<file path="src/hdl/ussc_defs.svh">
// Register indices, field positions and reset values of the serial shift core
`ifndef USSC_DEFS_SVH
`define USSC_DEFS_SVH
// Register indices; the APB byte address is four times the index
`define USSC_IDX_CTRL 8'h0d
`define USSC_IDX_STAT 8'h0e
`define USSC_IDX_DATA 8'h0f
`define USSC_IDX_BUF 8'h10
`define USSC_IDX_PORT 8'h11
// Control register fields
`define USSC_CTRL_SIE 7
`define USSC_CTRL_OIE 6
`define USSC_CTRL_WM_HI 5
`define USSC_CTRL_WM_LO 4
`define USSC_CTRL_CS1 3
`define USSC_CTRL_CS0 2
`define USSC_CTRL_CLK 1
`define USSC_CTRL_TC 0
// Status register fields
`define USSC_STAT_SIF 7
`define USSC_STAT_OIF 6
`define USSC_STAT_PF 5
`define USSC_STAT_DC 4
`define USSC_STAT_CNT_HI 3
// Port control register fields
`define USSC_PORT_GIE 6
`define USSC_PORT_DO_DIR 5
`define USSC_PORT_SDA_DIR 4
`define USSC_PORT_SCL_DIR 3
`define USSC_PORT_DO_OUT 2
`define USSC_PORT_SDA_OUT 1
`define USSC_PORT_SCL_OUT 0
// Reset values
`define USSC_RST_CTRL 8'h00
`define USSC_RST_STAT 8'h00
`define USSC_RST_DATA 8'h00
`define USSC_RST_PORT 8'h07
`define USSC_CNT_MAX 4'hf
`endif

</file>
<file path="src/hdl/ussc_pkg.sv">
// Types shared by the serial shift core
package ussc_pkg;
    // Wire mode encodings in field order
    typedef enum logic [1:0] {
        USSC_WM_OFF,
        USSC_WM_THREE,
        USSC_WM_TWO,
        USSC_WM_TWO_HOLD
    } ussc_wm_t;

    // Stored control fields
    typedef struct packed {
        logic start_irq_enable;
        logic overflow_irq_enable;
        ussc_wm_t wire_mode_select;
        logic [1:0] clock_source_select;
    } ussc_ctrl_t;

    // Port direction and output bits
    typedef struct packed {
        logic gie;
        logic do_dir;
        logic sda_dir;
        logic scl_dir;
        logic do_out;
        logic sda_out;
        logic scl_out;
    } ussc_port_t;
endpackage

</file>
<file path="src/hdl/ussc_core.sv">
// Universal serial shift core: APB registers, shifter, counter, line detectors
`timescale 1ns/10ps
`include "ussc_defs.svh"

// What this block does
// - Start condition detector works only in the two-wire modes.
// - Start detection needs no CPU activity and can wake from power-down.
// - Two-wire slave holds the clock line low until ready for more data.
// - External clock: counter increments on both rising and falling edges.
// - Data register shifts left on each clock of the selected source.
// - CPU write and shift in one cycle: the written value wins.
// - Data and clock inputs feed shifter and counter even with outputs off.
// - MSB drives output through latch, open first half-cycle or always if internal.
// - Writing a new MSB while the latch is open changes the pin at once.
// - Serial data reaches the pin only when its direction bit is output.
// - On overflow the data register is copied into the completion buffer.
// - Start flag: start condition in two-wire, any clock edge otherwise.
// - Start flag clears by writing one, releasing the start clock hold.
// - Enabled start interrupt wakes the processor from every sleep mode.
// - Overflow flag sets on wrap 15 to 0, write-one clears and releases hold.
// - Overflow interrupt wakes only from idle sleep.
// - Stop flag sets on a two-wire stop condition, write-one clears, no interrupt.
// - Collision bit reads one when the MSB differs from the data pin level.
// - Counter is CPU readable and writable and counts selected clocks.
// - External source with software clock bit set: toggle strobe writes clock.
// - A pending start or overflow flag requests its interrupt as soon as both enables are set.
// - Wire mode zero disables outputs, clock hold and start detector.
// - Second two-wire mode also holds the clock low after overflow.
module ussc_core
    import ussc_pkg::*;
(
    // Clock and reset
    input wire logic MCLK,
    input wire logic RSTN,
    // APB slave
    input wire logic PSEL,
    input wire logic PENABLE,
    input wire logic PWRITE,
    input wire logic [7:0] PADDR,
    input wire logic [31:0] PWDATA,
    output logic [31:0] PRDATA,
    output logic PREADY,
    output logic PSLVERR,
    // Timer compare match pulse, same clock domain
    input wire logic TIMER_MATCH,
    // Serial clock pin
    input wire logic SCL_I,
    output logic SCL_O,
    output logic SCL_OE_N,
    // Serial data in / two-wire data pin
    input wire logic SDA_I,
    output logic SDA_O,
    output logic SDA_OE_N,
    // Three-wire data out pin
    output logic DO_O,
    output logic DO_OE_N,
    // Interrupt requests and wake
    output logic START_IRQ,
    output logic OVF_IRQ,
    output logic WAKE_DEEP
);
    ussc_ctrl_t ctrl_q;
    ussc_port_t port_q;
    logic soft_ext_q;
    logic [7:0] data_q;
    logic [7:0] data_d;
    logic [7:0] buf_q;
    logic [3:0] cnt_q;
    logic [3:0] cnt_d;
    logic start_flag_q;
    logic ovf_flag_q;
    logic stop_flag_q;
    logic start_hold_q;
    logic latch_q;
    logic open_q;
    logic [1:0] pin_m_q;
    logic [1:0] pin_s_q;
    logic [1:0] pin_p_q;
    logic clk_prev_q;
    logic [31:0] prdata_q;
    logic slverr_q;
    logic scl_s;
    logic sda_s;
    logic two_wire;
    logic clk_lvl;
    logic ext_edge;
    logic sample_edge;
    logic sw_clk;
    logic tick_cnt;
    logic tick_shift;
    logic overflow;
    logic start_cond;
    logic stop_cond;
    logic out_bit;
    logic hold_scl;
    logic wr;
    logic wr_ctrl;
    logic wr_stat;
    logic wr_data;
    logic wr_port;
    logic [7:0] addr_ctrl;
    logic [7:0] addr_stat;
    logic [7:0] addr_data;
    logic [7:0] addr_buf;
    logic [7:0] addr_port;
    logic [7:0] rd_val;
    logic rd_err;

    // Byte addresses from register indices
    assign addr_ctrl = 8'(`USSC_IDX_CTRL * 4);
    assign addr_stat = 8'(`USSC_IDX_STAT * 4);
    assign addr_data = 8'(`USSC_IDX_DATA * 4);
    assign addr_buf = 8'(`USSC_IDX_BUF * 4);
    assign addr_port = 8'(`USSC_IDX_PORT * 4);

    // Write strobes in the APB access phase
    assign wr = PSEL & PENABLE & PWRITE;
    assign wr_ctrl = wr & (PADDR == addr_ctrl);
    assign wr_stat = wr & (PADDR == addr_stat);
    assign wr_data = wr & (PADDR == addr_data);
    assign wr_port = wr & (PADDR == addr_port);

    // Two-flop synchronisers for clock and data pins, plus a history stage
    always_ff @(posedge MCLK or negedge RSTN) begin
        if (!RSTN) begin
            pin_m_q <= 2'h3;
            pin_s_q <= 2'h3;
            pin_p_q <= 2'h3;
        end else begin
            pin_m_q <= {SCL_I, SDA_I};
            pin_s_q <= pin_m_q;
            pin_p_q <= pin_s_q;
        end
    end
    assign scl_s = pin_s_q[1];
    assign sda_s = pin_s_q[0];
    assign two_wire = ctrl_q.wire_mode_select[1];

    // Line conditions seen on synchronised pins, detector active only in two-wire
    assign start_cond = two_wire & scl_s & pin_p_q[1] & pin_p_q[0] & !sda_s;
    assign stop_cond = two_wire & scl_s & pin_p_q[1] & !pin_p_q[0] & sda_s;

    // Clock level: the pin, or the port clock bit when toggle strobes clock
    assign clk_lvl = soft_ext_q ? port_q.scl_out : scl_s;
    always_ff @(posedge MCLK or negedge RSTN) begin
        if (!RSTN) begin
            clk_prev_q <= 1'b1;
        end else begin
            clk_prev_q <= clk_lvl;
        end
    end
    // Every edge is seen as long as the pin is no faster than MCLK/2
    assign ext_edge = clk_lvl != clk_prev_q;
    assign sample_edge = ext_edge & (clk_lvl ^ ctrl_q.clock_source_select[0]);

    // Software strobe clocks when the written clock source is software
    assign sw_clk = wr_ctrl & PWDATA[`USSC_CTRL_CLK] &
        (PWDATA[`USSC_CTRL_CS1:`USSC_CTRL_CS0] == 2'h0);

    // Clock source selection for counter and shifter
    always_comb begin
        if (ctrl_q.clock_source_select[1]) begin
            tick_cnt = ext_edge;
            tick_shift = sample_edge;
        end else if (ctrl_q.clock_source_select[0]) begin
            tick_cnt = TIMER_MATCH;
            tick_shift = TIMER_MATCH;
        end else begin
            tick_cnt = sw_clk;
            tick_shift = sw_clk;
        end
    end

    // Counter next value and overflow
    assign overflow = tick_cnt & (cnt_q == `USSC_CNT_MAX);
    always_comb begin
        cnt_d = cnt_q;
        if (wr_stat) begin
            cnt_d = PWDATA[`USSC_STAT_CNT_HI:0];
        end else if (tick_cnt) begin
            cnt_d = cnt_q + 4'h1;
        end
    end

    // Shift register next value, CPU write beats a shift in the same cycle
    always_comb begin
        data_d = data_q;
        if (wr_data) begin
            data_d = PWDATA[7:0];
        end else if (tick_shift) begin
            data_d = {data_q[6:0], sda_s};
        end
    end

    // Counter, data register and completion buffer
    always_ff @(posedge MCLK or negedge RSTN) begin
        if (!RSTN) begin
            cnt_q <= 4'h0;
            data_q <= `USSC_RST_DATA;
            buf_q <= `USSC_RST_DATA;
        end else begin
            cnt_q <= cnt_d;
            data_q <= data_d;
            if (overflow) begin
                buf_q <= data_d;
            end
        end
    end

    // Control register; clock strobe bit selects toggle clocking under external source
    always_ff @(posedge MCLK or negedge RSTN) begin
        if (!RSTN) begin
            ctrl_q <= ussc_ctrl_t'(6'(`USSC_RST_CTRL >> 2));
            soft_ext_q <= 1'b0;
        end else if (wr_ctrl) begin
            ctrl_q <= ussc_ctrl_t'(PWDATA[7:2]);
            soft_ext_q <= PWDATA[`USSC_CTRL_CS1] & PWDATA[`USSC_CTRL_CLK];
        end
    end

    // Port bits; the toggle strobe flips the clock output bit
    always_ff @(posedge MCLK or negedge RSTN) begin
        if (!RSTN) begin
            port_q <= ussc_port_t'(7'(`USSC_RST_PORT));
        end else if (wr_port) begin
            port_q <= ussc_port_t'(PWDATA[6:0]);
        end else if (wr_ctrl & PWDATA[`USSC_CTRL_TC]) begin
            port_q.scl_out <= !port_q.scl_out;
        end
    end

    // Status flags: hardware set wins over the write-one clear
    always_ff @(posedge MCLK or negedge RSTN) begin
        if (!RSTN) begin
            start_flag_q <= 1'b0;
            ovf_flag_q <= 1'b0;
            stop_flag_q <= 1'b0;
        end else begin
            if (two_wire ? start_cond : ext_edge) begin
                start_flag_q <= 1'b1;
            end else if (wr_stat & PWDATA[`USSC_STAT_SIF]) begin
                start_flag_q <= 1'b0;
            end
            if (overflow) begin
                ovf_flag_q <= 1'b1;
            end else if (wr_stat & PWDATA[`USSC_STAT_OIF]) begin
                ovf_flag_q <= 1'b0;
            end
            if (stop_cond) begin
                stop_flag_q <= 1'b1;
            end else if (wr_stat & PWDATA[`USSC_STAT_PF]) begin
                stop_flag_q <= 1'b0;
            end
        end
    end

    // Start hold engages at the clock falling edge after a start, ends with the flag
    always_ff @(posedge MCLK or negedge RSTN) begin
        if (!RSTN) begin
            start_hold_q <= 1'b0;
        end else if (!start_flag_q || !two_wire) begin
            start_hold_q <= 1'b0;
        end else if (pin_p_q[1] & !scl_s) begin
            start_hold_q <= 1'b1;
        end
    end

    // Output latch: opens at the change edge, closes holding the MSB at the sample edge
    always_ff @(posedge MCLK or negedge RSTN) begin
        if (!RSTN) begin
            open_q <= 1'b1;
            latch_q <= 1'b1;
        end else if (sample_edge) begin
            open_q <= 1'b0;
            latch_q <= data_q[7];
        end else if (ext_edge) begin
            open_q <= 1'b1;
        end
    end
    assign out_bit = (!ctrl_q.clock_source_select[1] | open_q) ? data_q[7] : latch_q;

    // Clock hold on the open-drain clock line
    // Gated by two-wire so a stale start hold never outlives a mode change
    assign hold_scl = two_wire & (start_hold_q |
        (ctrl_q.wire_mode_select == USSC_WM_TWO_HOLD & ovf_flag_q));

    // Pin drivers; wire mode zero leaves the pins to the port bits
    always_comb begin
        DO_O = port_q.do_out;
        DO_OE_N = !port_q.do_dir;
        SDA_O = port_q.sda_out;
        SDA_OE_N = !port_q.sda_dir;
        SCL_O = port_q.scl_out;
        SCL_OE_N = !port_q.scl_dir;
        if (ctrl_q.wire_mode_select == USSC_WM_THREE) begin
            DO_O = out_bit;
        end else if (two_wire) begin
            SDA_O = 1'b0;
            SDA_OE_N = !(port_q.sda_dir & (!out_bit | !port_q.sda_out));
            SCL_O = 1'b0;
            SCL_OE_N = !(port_q.scl_dir & (hold_scl | !port_q.scl_out));
        end
    end

    // Interrupt requests follow pending flags at once; only start wakes deep sleep
    assign START_IRQ = start_flag_q & ctrl_q.start_irq_enable & port_q.gie;
    assign OVF_IRQ = ovf_flag_q & ctrl_q.overflow_irq_enable & port_q.gie;
    assign WAKE_DEEP = START_IRQ;

    // Read mux, decoded in the setup phase
    always_comb begin
        rd_val = 8'h00;
        rd_err = 1'b0;
        if (PADDR == addr_ctrl) begin
            rd_val = {ctrl_q, 2'h0};
        end else if (PADDR == addr_stat) begin
            rd_val = {start_flag_q, ovf_flag_q, stop_flag_q, data_q[7] != sda_s, cnt_q};
        end else if (PADDR == addr_data) begin
            rd_val = data_q;
        end else if (PADDR == addr_buf) begin
            rd_val = buf_q;
        end else if (PADDR == addr_port) begin
            rd_val = {1'b0, port_q};
        end else begin
            rd_err = 1'b1;
        end
    end

    // Read data and error captured for the access phase
    always_ff @(posedge MCLK or negedge RSTN) begin
        if (!RSTN) begin
            prdata_q <= 32'h0;
            slverr_q <= 1'b0;
        end else if (PSEL & !PENABLE) begin
            prdata_q <= PWRITE ? 32'h0 : {24'h0, rd_val};
            slverr_q <= rd_err;
        end
    end
    assign PRDATA = prdata_q;
    assign PSLVERR = slverr_q & PSEL & PENABLE;
    assign PREADY = 1'b1;

    // Checks
    property p_start_off;
        @(posedge MCLK) disable iff (!RSTN)
            (!two_wire && !ext_edge && !start_flag_q) |=> !start_flag_q;
    endproperty
    a_start_off: assert property (p_start_off) else $error("start seen outside two-wire");

    property p_cnt_inc;
        @(posedge MCLK) disable iff (!RSTN) (tick_cnt & !wr_stat) |=> cnt_q == $past(cnt_q) + 4'h1;
    endproperty
    a_cnt_inc: assert property (p_cnt_inc) else $error("counter missed a tick");

    property p_write_wins;
        @(posedge MCLK) disable iff (!RSTN) wr_data |=> data_q == $past(PWDATA[7:0]);
    endproperty
    a_write_wins: assert property (p_write_wins) else $error("written data lost");

    property p_shift;
        @(posedge MCLK) disable iff (!RSTN)
            (tick_shift & !wr_data) |=> data_q[7:1] == $past(data_q[6:0]);
    endproperty
    a_shift: assert property (p_shift) else $error("shift missed");

    property p_buf;
        @(posedge MCLK) disable iff (!RSTN) overflow |=> buf_q == data_q && ovf_flag_q;
    endproperty
    a_buf: assert property (p_buf) else $error("buffer not loaded on overflow");

    property p_start_hold_rel;
        @(posedge MCLK) disable iff (!RSTN) !start_flag_q |=> !start_hold_q;
    endproperty
    a_start_hold_rel: assert property (p_start_hold_rel) else $error("hold after clear");

    property p_ovf_hold;
        @(posedge MCLK) disable iff (!RSTN)
            (ctrl_q.wire_mode_select == USSC_WM_TWO_HOLD && ovf_flag_q && port_q.scl_dir)
            |-> !SCL_OE_N && !SCL_O;
    endproperty
    a_ovf_hold: assert property (p_ovf_hold) else $error("overflow hold not driven");

    property p_irq;
        @(posedge MCLK) disable iff (!RSTN)
            $rose(ctrl_q.overflow_irq_enable) && ovf_flag_q && port_q.gie |-> OVF_IRQ;
    endproperty
    a_irq: assert property (p_irq) else $error("pending overflow not requested");

    property p_off_pins;
        @(posedge MCLK) disable iff (!RSTN)
            ctrl_q.wire_mode_select == USSC_WM_OFF |-> DO_O == port_q.do_out && !hold_scl;
    endproperty
    a_off_pins: assert property (p_off_pins) else $error("outputs active in mode zero");
endmodule

</file>
<file path="config.mk">
export PLATFORM = sky130hd
export DESIGN_NAME = ussc_core
export DESIGN_NICKNAME = d
export VERILOG_FILES = /design/src/hdl/ussc_pkg.sv /design/src/hdl/ussc_core.sv
export VERILOG_INCLUDE_DIRS = /design/src /design/src/hdl
export SDC_FILE = /design/constraint.sdc
export NUM_CORES = 1
export LEC_CHECK = 0
export ABC_AREA = 1
export BUFFER_PORTS_ARGS = -buffer_cell sky130_fd_sc_hd__buf_4
export CAP_MARGIN = 20
export CELL_PAD_IN_SITES_DETAIL_PLACEMENT = 1
export CELL_PAD_IN_SITES_GLOBAL_PLACEMENT = 1
export CORE_MARGIN = 10
export CORE_UTILIZATION = 37
export CTS_CLUSTER_SIZE = 20
export DETAILED_ROUTE_END_ITERATION = 16
export PLACE_DENSITY_LB_ADDON = 0.1
export SLEW_MARGIN = 20
export SYNTH_ARGS = -nofsm -noshare
export SYNTH_HDL_FRONTEND = slang
export SYNTH_SLANG_ARGS = --single-unit
</file>
<file path="constraint.sdc">
create_clock -name MCLK -period 2.2 [get_ports MCLK]
set_input_delay 0.44 -clock MCLK [delete_from_list [all_inputs] [get_ports MCLK]]
set_output_delay 0.44 -clock MCLK [all_outputs]
set_load 0.05 [all_outputs]
</file>
==> results_tabular.tex, run 1 <==
\begin{tabular}{lr}
\hline
Metric & Value \\
\hline
\multicolumn{2}{l}{\textbf{Run status}} \\
\quad Run status & finished clean \\
\multicolumn{2}{l}{\textbf{Power}} \\
\quad Static leakage & 1.791 nW \\
\quad Peak supply drop & 0.0003870 V \\
\quad Net switching component of the power & 0.0007935 W \\
\quad Fraction of power consumed by combinational cells & 20.9\% \\
\quad Clock group share of total power & 24.9\% \\
\quad Portion of total power attributed to sequential cells & 54.2\% \\
\quad Power density relative to cell area & 656.8 nW/um\^{}2 \\
\quad Net switching share of the total power & 33.65\% \\
\quad Int Power & 0.001564 W \\
\quad Power Total & 0.002358 W \\
\multicolumn{2}{l}{\textbf{Placement}} \\
\quad GP Congestion & 0.8636 \\
\quad Hpwl dp & 7629 um \\
\quad Placed cell count & 538 \\
\quad Number of buffers inserted by port buffering & 41 \\
\multicolumn{2}{l}{\textbf{Clock tree}} \\
\quad Clock transition at the registers of the reported paths & 0.11 ns \\
\quad Number of clock buffers inserted by TritonCTS & 5 \\
\quad CTS sink cnt & 56 \\
\quad Root buf cell & sky130\_fd\_sc\_hd\_\_clkbuf\_8 \\
\quad Clock tree from TritonCTS & built \\
\quad Number of levels in the clock H-tree & 2 \\
\quad Clock latency reported for the late side of the worst-skew pair & 0.31 ns \\
\quad Max clock buf depth & 2 \\
\multicolumn{2}{l}{\textbf{Timing}} \\
\quad Post-Route Hold Slack & 0.1821 ns \\
\quad Highest clock frequency the design can meet & 0.4771 GHz \\
\quad Slew HR & 51.18\% \\
\quad Total of endpoints with negative setup slack in the final report & 0 \\
\quad Setup tns final & 0 ns \\
\quad Total count of hold-check failures in the final report & 0 \\
\quad Tightest Pin Transition & 0.7323 ns \\
\quad Post-route clock period utilization & 95.28\% \\
\quad Minimum period implied by the final worst setup slack & 2.096 ns \\
\quad Setup repair after global routing missed its margin & no \\
\quad Max Transition Viols Final & 0 \\
\quad Max Clock Skew & 0.01062 ns \\
\multicolumn{2}{l}{\textbf{Global route}} \\
\quad Residual overflow from global routing & 0 \\
\quad Number of antenna violations at the first check in global routing & 0 \\
\quad Largest net degree at the start of global routing & 57 \\
\quad Global Route Usage Sum & 15.50\% \\
\quad Vias in the first global route & 2881 \\
\quad Global-route wire length before repair & 15640 um \\
\multicolumn{2}{l}{\textbf{Job}} \\
\quad \# Max-Cap Violations & 0 \\
\multicolumn{2}{l}{\textbf{Floorplan}} \\
\quad Initial Util & 37.47\% \\
\quad I/O pin cnt & 91 \\
\quad Area of the core & 8134 sq um \\
\quad Overall die width & 110.8 um \\
\quad Number of core rows & 33 \\
\quad Total die area & 12270 sq um \\
\quad Die Span Y & 110.8 um \\
\multicolumn{2}{l}{\textbf{Final layout}} \\
\quad Final cell count without fillers & 548 \\
\quad Signed area change from the synthesized netlist to the final layout & 17.77\% \\
\quad Number of nets in the final layout & 491 \\
\quad Count of antenna diodes in the layout & 0 \\
\quad Core utilization of the finished layout & 44.13\% \\
\quad Share of layout cells above drive strength 1 & 22.12\% \\
\multicolumn{2}{l}{\textbf{Route}} \\
\quad Count of TritonRoute iterations in the first routing pass & 4 \\
\quad Via count & 2683 \\
\quad Number of design rule violations left after detail routing & 0 \\
\quad Avg WL per Cell & 17.36 um \\
\quad 1st-iter DRT viols & 123 \\
\quad Average via count per standard cell & 4.896 \\
\quad Post-Route WL & 9514 um \\
\quad Post-route ant nets & 0 \\
\multicolumn{2}{l}{\textbf{Critical path}} \\
\quad Required time at the endpoint of the critical path & 1.76 ns \\
\quad Kind of end point of the critical path & output pin \\
\quad Path type of the worst setup path & flop to output pin \\
\quad Setup crit start kind & flop \\
\quad Worst-path fanout max & 4 \\
\quad Arrival time at the worst endpoint & 1.66 ns \\
\multicolumn{2}{l}{\textbf{Logic synthesis}} \\
\quad Post-synthesis sequential element count & 56 \\
\quad Area contributors post-synth & sky130\_fd\_sc\_hd\_\_dfrtp\_1 36\%, sky130\_fd\_sc\_hd\_\_nand2\_1 14\%, sky130\_fd\_sc\_hd\_\_dfstp\_2 10\% \\
\quad Sequential area share after synthesis & 46.47\% \\
\quad Synth cell types & 39 \\
\quad Warning count from the yosys run & 0 \\
\quad Post-synthesis average cell area & 7.937 sq um \\
\quad Cell area after synthesis & 3048 sq um \\
\quad Portion of synthesized cell area occupied by the leading cell type & 36.12\% \\
\quad Number of instances in the synthesized netlist & 384 \\
\quad Cell taking the most area after synthesis & sky130\_fd\_sc\_hd\_\_dfrtp\_1 \\
\multicolumn{2}{l}{\textbf{Worst hold path}} \\
\quad Min-Delay Path Class & input pin to async pin \\
\hline
\end{tabular}
-- layout by cell type (no fill, tap or decap), types with 3 or more instances in the layout --
cell,count
sky130_fd_sc_hd__nand2_1,115
sky130_fd_sc_hd__buf_4,56
sky130_fd_sc_hd__dfrtp_1,44
sky130_fd_sc_hd__o21ai_0,38
sky130_fd_sc_hd__inv_1,35
sky130_fd_sc_hd__nand3_1,28
sky130_fd_sc_hd__conb_1,25
sky130_fd_sc_hd__nor2_1,19
sky130_fd_sc_hd__dfstp_2,12
sky130_fd_sc_hd__and2_1,7
sky130_fd_sc_hd__inv_2,5
sky130_fd_sc_hd__a21oi_1,5
sky130_fd_sc_hd__clkbuf_8,5
sky130_fd_sc_hd__a211oi_1,4
sky130_fd_sc_hd__o211ai_1,4
sky130_fd_sc_hd__o21ai_1,3
sky130_fd_sc_hd__nor3_1,3
sky130_fd_sc_hd__nand3_2,3
sky130_fd_sc_hd__nand2_2,3
-- power groups by stage --
stage / combinational (W) / clock [W] / sequential [W]
2_1_floorplan: 0.000387 / 0 / 0.00126
3_3_place_gp: 0.000475 / 0 / 0.00129
3_5_place_dp: 0.000488 / 0 / 0.00130
4_1_cts: 0.000492 / 0.000612 / 0.00128
5_1_grt: 0.000559 / 0.000648 / 0.00130
6_report: 0.000493 / 0.000587 / 0.00128
-- critical path, cell delays in order, from the launching register on --
cell and delay (ns):
sky130_fd_sc_hd__dfrtp_1 0.38, sky130_fd_sc_hd__inv_2 0.06, sky130_fd_sc_hd__or2_2 0.30, sky130_fd_sc_hd__nand2_1 0.08, sky130_fd_sc_hd__o21ai_2 0.07, sky130_fd_sc_hd__a31oi_2 0.22
sky130_fd_sc_hd__buf_4 0.23
-- through the flow --
stage          setup slack [ns]  area, sq um
6_report                 0.1039         3590
3_3_place_gp             0.2005         3473
5_1_grt                0.009550         3590
2_1_floorplan           0.06855         3139
3_5_place_dp             0.1384         3473
4_1_cts                 0.07913         3572
-- flip-flops by register name, summed over array words and instances, names as in the netlist --
signal and count:
stop_flag_q 1, ovf_flag_q 1, buf_q 8, soft_ext_q 1, start_flag_q 1, pin_p_q 2
ctrl_q 6, pin_s_q 2, cnt_q 4, PRDATA 8, open_q 1, port_q 7
latch_q 1, start_hold_q 1, pin_m_q 2, slverr_q 1, clk_prev_q 1, data_q 8
-- cells in the mapped netlist --
| master | count |
|---|---|
| sky130_fd_sc_hd__or2_2 | 1 |
| sky130_fd_sc_hd__o211ai_1 | 4 |
| sky130_fd_sc_hd__o21ai_2 | 1 |
| sky130_fd_sc_hd__dfstp_2 | 12 |
| sky130_fd_sc_hd__clkbuf_1 | 2 |
| sky130_fd_sc_hd__ha_1 | 1 |
| sky130_fd_sc_hd__a21oi_1 | 5 |
| sky130_fd_sc_hd__nor4_4 | 1 |
| sky130_fd_sc_hd__a211oi_1 | 4 |
| sky130_fd_sc_hd__conb_1 | 2 |
| sky130_fd_sc_hd__xor2_1 | 1 |
| sky130_fd_sc_hd__xnor2_1 | 2 |
| sky130_fd_sc_hd__nor2_1 | 19 |
| sky130_fd_sc_hd__buf_4 | 26 |
| sky130_fd_sc_hd__nand2_2 | 3 |
| sky130_fd_sc_hd__o21ai_1 | 2 |
| sky130_fd_sc_hd__nor2_8 | 1 |
| sky130_fd_sc_hd__nor2_2 | 2 |
| sky130_fd_sc_hd__nand4_1 | 1 |
| sky130_fd_sc_hd__and3_1 | 1 |
| sky130_fd_sc_hd__inv_2 | 4 |
| sky130_fd_sc_hd__clkinv_1 | 1 |
| sky130_fd_sc_hd__nand2_1 | 115 |
| sky130_fd_sc_hd__nand3b_1 | 1 |
| sky130_fd_sc_hd__and2_1 | 7 |
| sky130_fd_sc_hd__dfrtp_1 | 44 |
| sky130_fd_sc_hd__a21oi_4 | 1 |
| sky130_fd_sc_hd__inv_1 | 36 |
| sky130_fd_sc_hd__nor3_1 | 3 |
| sky130_fd_sc_hd__inv_6 | 1 |
| sky130_fd_sc_hd__a31oi_1 | 1 |
| sky130_fd_sc_hd__a211o_1 | 1 |
| sky130_fd_sc_hd__o2111ai_1 | 2 |
| sky130_fd_sc_hd__o21ai_0 | 40 |
| sky130_fd_sc_hd__o21a_1 | 1 |
| sky130_fd_sc_hd__nand3_2 | 3 |
| sky130_fd_sc_hd__nand3_1 | 28 |
| sky130_fd_sc_hd__o31ai_1 | 3 |
| sky130_fd_sc_hd__o22ai_1 | 1 |
-- final cells by class --
type | instances | area, sq um
fill | 1017 | 4544
sequential | 56 | 1416
multi-input combinational | 281 | 1368
timing repair buffer | 56 | 420.4
inverter | 42 | 162.7
tap | 105 | 131.4
clock buffer | 5 | 68.82
clock inverter | 3 | 22.52
-- final timing paths --
kind,from,endpoint,slack (ns),cells after the start
max,ctrl_q[1],DO_O,0.10,6
min,RSTN,ctrl_q[5],0.18,1
max reg2reg,pin_s_q[1],buf_q[3],0.21,11
min reg2reg,pin_m_q[0],pin_s_q[0],0.36,0
max in group asynchronous,RSTN,data_q[4],1.54,1
min in group MCLK,SDA_I,pin_m_q[0],0.22,1
-- kinds of logic (layout without fill, tap and decap cells) --
kind of cell / count (synthesis) / after routing / share of synthesized area, %
DFF: 56 / 56 / 46.47
other: 2 / 25 / 0.2464
AOI/OAI and AO/OA: 66 / 66 / 12.77
and+or+nand+nor: 186 / 186 / 27.26
xor gates and xnor gates: 3 / 3 / 0.8622
buffers and inverters: 70 / 106 / 11.99
adders and majority gates: 1 / 1 / 0.4104
-- routing by layer --
| metal | track usage (%) | vias up | routed length (um) |
|---|---|---|---|
| li1 | - | 1310 | - |
| met1 | 19.76 | 1309 | 4255 |
| met2 | 25.71 | 60 | 4649 |
| met3 | 3.950 | 4 | 545 |
| met4 | 3.299 | 0 | 63 |
| met5 | 0 | - | 0 |
-- what timing repair did --
item,in CTS,in global routing
gates resized for setup,1,3
setup buffers,1,1
endpoints found under the hold margin,0,0
endpoints found under the setup margin,2,2
pin swaps,0,1
hold buffers,0,0
Note: power is estimated with default switching activity, not from simulation.
==> run 2: changes to the inputs <==
--- a/config.mk
+++ b/config.mk
@@ -6,13 +6,12 @@
 export SDC_FILE = /design/constraint.sdc
 export NUM_CORES = 1
 export LEC_CHECK = 0
-export ABC_AREA = 1
 export BUFFER_PORTS_ARGS = -buffer_cell sky130_fd_sc_hd__buf_4
 export CAP_MARGIN = 20
 export CELL_PAD_IN_SITES_DETAIL_PLACEMENT = 1
 export CELL_PAD_IN_SITES_GLOBAL_PLACEMENT = 1
 export CORE_MARGIN = 10
-export CORE_UTILIZATION = 37
+export CORE_UTILIZATION = 40
 export CTS_CLUSTER_SIZE = 20
 export DETAILED_ROUTE_END_ITERATION = 16
 export PLACE_DENSITY_LB_ADDON = 0.1
==> results_tabular.tex, run 2 <==
\begin{tabular}{lr}
\hline
Metric & Value \\
\hline
\multicolumn{2}{l}{\textbf{Placement}} \\
\quad Number of buffers inserted by port buffering & 41 \\
\quad Hpwl dp & 7997 um \\
\quad Placed cell count & 502 \\
\quad GP Congestion & 0.8559 \\
\multicolumn{2}{l}{\textbf{Floorplan}} \\
\quad Overall die width & 110.8 um \\
\quad Number of core rows & 33 \\
\quad Total die area & 12280 sq um \\
\quad Area of the core & 8134 sq um \\
\quad Die Span Y & 110.8 um \\
\quad I/O pin cnt & 91 \\
\quad Initial Util & 40.56\% \\
\multicolumn{2}{l}{\textbf{Timing}} \\
\quad Total count of hold-check failures in the final report & 0 \\
\quad Highest clock frequency the design can meet & 0.4668 GHz \\
\quad Total of endpoints with negative setup slack in the final report & 0 \\
\quad Minimum period implied by the final worst setup slack & 2.142 ns \\
\quad Slew HR & 52.15\% \\
\quad Max Transition Viols Final & 0 \\
\quad Max Clock Skew & 0.01397 ns \\
\quad Setup tns final & 0 ns \\
\quad Post-route clock period utilization & 97.38\% \\
\quad Post-Route Hold Slack & 0.1682 ns \\
\quad Tightest Pin Transition & 0.7177 ns \\
\multicolumn{2}{l}{\textbf{Logic synthesis}} \\
\quad Share of synthesized flip-flops with an asynchronous set or reset & 100.0\% \\
\quad Sequential area share after synthesis & 42.93\% \\
\quad Number of synthesized flops with an enable pin & 0 \\
\quad Post-synthesis average cell area & 9.591 sq um \\
\quad Post-synthesis mux area share & 8.002\% \\
\quad Area contributors post-synth & sky130\_fd\_sc\_hd\_\_dfrtp\_1 33\%, sky130\_fd\_sc\_hd\_\_dfstp\_2 9.6\%, sky130\_fd\_sc\_hd\_\_buf\_4 6.6\% \\
\quad Fraction of the mapped netlist area in adder cells & 0.6826\% \\
\quad Xor/xnor cell area share of the yosys netlist & 1.327\% \\
\quad Synth Area in Simple Gates & 20.21\% \\
\quad Main combinational cell family by area after synthesis & simple AND/OR/NAND/NOR gates \\
\quad Ys flop type & sky130\_fd\_sc\_hd\_\_dfrtp\_1 \\
\quad Post-synthesis compound-gate area fraction & 16.84\% \\
\quad Top-count cell post-synth & sky130\_fd\_sc\_hd\_\_dfrtp\_1 \\
\quad Top cells by instance count after synthesis & 44 x sky130\_fd\_sc\_hd\_\_dfrtp\_1, 29 x sky130\_fd\_sc\_hd\_\_buf\_4, 26 x sky130\_fd\_sc\_hd\_\_nand2\_1, 26 x sky130\_fd\_sc\_hd\_\_nor2\_1, 23 x sky130\_fd\_sc\_hd\_\_o21ai\_0 \\
\quad Portion of synthesized cell area occupied by the leading cell type & 33.37\% \\
\quad Cell area after synthesis & 3299 sq um \\
\quad Warning count from the yosys run & 0 \\
\quad Synth cell types & 63 \\
\quad Cell taking the most area after synthesis & sky130\_fd\_sc\_hd\_\_dfrtp\_1 \\
\quad Post-synthesis sequential element count & 56 \\
\quad Number of instances in the synthesized netlist & 344 \\
\multicolumn{2}{l}{\textbf{Clock tree}} \\
\quad Max clock buf depth & 2 \\
\quad Number of levels in the clock H-tree & 2 \\
\quad Clock latency reported for the late side of the worst-skew pair & 0.32 ns \\
\quad Number of clock buffers inserted by TritonCTS & 5 \\
\quad Clock transition at the registers of the reported paths & 0.11 ns \\
\quad Setup bufs post-CTS & 0 \\
\quad CTS Hold Bufs & 0 \\
\quad Root buf cell & sky130\_fd\_sc\_hd\_\_clkbuf\_8 \\
\quad Clock tree from TritonCTS & built \\
\quad CTS sink cnt & 56 \\
\multicolumn{2}{l}{\textbf{Critical path}} \\
\quad R2R cell count & 7 \\
\quad Arrival time at the worst endpoint & 1.70 ns \\
\quad Required time at the endpoint of the critical path & 1.76 ns \\
\quad Setup crit start kind & flop \\
\quad Path type of the worst setup path & flop to output pin \\
\quad Worst reg2reg setup slack & 0.10 ns \\
\quad Worst-path fanout max & 5 \\
\quad Kind of end point of the critical path & output pin \\
\multicolumn{2}{l}{\textbf{Power}} \\
\quad Peak supply drop & 0.0002899 V \\
\quad Clock group share of total power & 27.1\% \\
\quad Portion of total power attributed to sequential cells & 49.3\% \\
\quad Int Power & 0.001720 W \\
\quad Power density relative to cell area & 662.6 nW/um\^{}2 \\
\quad Static leakage & 1.734 nW \\
\quad Net switching component of the power & 0.0008610 W \\
\quad Net switching share of the total power & 33.36\% \\
\quad Fraction of power consumed by combinational cells & 23.6\% \\
\multicolumn{2}{l}{\textbf{Global route}} \\
\quad Vias in the first global route & 3010 \\
\quad Number of antenna violations at the first check in global routing & 0 \\
\quad Most congested layer reported by global routing & met2 \\
\quad Fraction of met2 tracks used by global routing & 26.57\% \\
\quad Grt met1 use & 21.96\% \\
\quad Residual overflow from global routing & 0 \\
\quad Global Route Usage Sum & 16.49\% \\
\quad Global-route wire length before repair & 16700 um \\
\quad Largest net degree at the start of global routing & 57 \\
\quad M3 GR Usage & 2.706\% \\
\multicolumn{2}{l}{\textbf{Final layout}} \\
\quad Most common library cell in the layout ignoring fill and taps & sky130\_fd\_sc\_hd\_\_buf\_4 \\
\quad Commonest cells after routing, fill and taps aside & 71 x sky130\_fd\_sc\_hd\_\_buf\_4, 44 x sky130\_fd\_sc\_hd\_\_dfrtp\_1, 26 x sky130\_fd\_sc\_hd\_\_nand2\_1, 26 x sky130\_fd\_sc\_hd\_\_nor2\_1, 25 x sky130\_fd\_sc\_hd\_\_conb\_1 \\
\quad Combined area of the multi-input logic cells & 1658 sq um \\
\quad Final cell count without fillers & 510 \\
\quad Share of layout cells above drive strength 1 & 29.38\% \\
\quad Fill cell instance count of the final layout & 962 \\
\quad Count of antenna diodes in the layout & 0 \\
\quad Footprint of the flip-flops and latches & 1416 sq um \\
\quad Number of nets in the final layout & 453 \\
\quad Signed area change from the synthesized netlist to the final layout & 18.05\% \\
\multicolumn{2}{l}{\textbf{Route}} \\
\quad Post-route ant nets & 0 \\
\quad Post-Route WL & 10490 um \\
\quad 1st-iter DRT viols & 227 \\
\quad Avg WL per Cell & 20.57 um \\
\quad Count of TritonRoute iterations in the first routing pass & 4 \\
\quad Number of design rule violations left after detail routing & 0 \\
\quad Average via count per standard cell & 5.529 \\
\quad Via count & 2820 \\
\multicolumn{2}{l}{\textbf{Job}} \\
\quad \# Max-Cap Violations & 0 \\
\multicolumn{2}{l}{\textbf{Worst hold path}} \\
\quad Min-Delay Path Class & input pin to async pin \\
\multicolumn{2}{l}{\textbf{Run status}} \\
\quad Run status & finished clean \\
\hline
\end{tabular}
run 2: repair_timing:
| action | in CTS | in global routing |
|---|---|---|
| endpoints found under the hold margin | 0 | 0 |
| endpoints found under the setup margin | 0 | 6 |
| resized for setup | 0 | 4 |
run 2: worst paths after layout:
kind	start	endpoint
worst min register to register	pin_m_q[1]	pin_s_q[1]
worst max-delay path	ctrl_q[1]	SDA_OE_N
max in group asynchronous	RSTN	data_q[6]
min in group MCLK	SCL_I	pin_m_q[1]
worst min-delay path	RSTN	ctrl_q[1]
worst max register to register	ctrl_q[0]	buf_q[2]
run 2: layout make-up:
cell class	instances	area share [%]
Clock buffer	6	1.863
Clock inverter	2	0.9958
Inverter	9	0.8673
Multi-Input combinational cell	260	42.56
Sequential cell	56	36.36
Tap cell	105	3.373
Timing Repair Buffer	72	13.97
run 2: cell families (layout without fill, tap and decap cells):
kind of cell | count (synthesis) | after routing
simple gates | 119 | 119
flops | 56 | 56
other cells | 2 | 25
buf+inv | 51 | 89
fa+ha+maj | 2 | 2
mux | 25 | 25
xor+xnor | 5 | 5
compound gates | 84 | 84
run 2: critical path, cell delays in order, from the launching register on:
cell and delay, ns:
sky130_fd_sc_hd__dfrtp_1 0.43, sky130_fd_sc_hd__inv_1 0.11, sky130_fd_sc_hd__nor2_1 0.17, sky130_fd_sc_hd__mux2i_2 0.33
sky130_fd_sc_hd__o21ai_1 0.13, sky130_fd_sc_hd__buf_4 0.20
run 2: layer usage:
layer / share of wire (%) / up-vias
li1: - / 1323
met1: 46 / 1418
met2: 48 / 66
met3: 4.7 / 13
met4: 1.7 / 0
met5: 0 / -
run 2: metrics by stage:
step           instance area (sq um)  util [%]  power, W  worst slack, ns
2_1_floorplan                   3386         -  0.001684          0.06504
3_3_place_gp                    3769     46.33  0.001861          -0.1130
5_1_grt                         3895     47.88  0.002698         -0.01280
3_5_place_dp                    3769     46.33  0.001882          -0.1460
4_1_cts                         3880     47.70  0.002587          0.05545
6_report                        3895     47.88  0.002581          0.05763
run 2: power groups by stage:
stage | Sequential (W) | Combinational (W) | Clock (W)
detailed placement | 0.00129 | 0.000595 | 0
floorplan | 0.00125 | 0.000434 | 0
global route | 0.00129 | 0.000665 | 0.000746
global placement | 0.00128 | 0.000579 | 0
finish | 0.00127 | 0.000609 | 0.000700
CTS | 0.00127 | 0.000598 | 0.000722
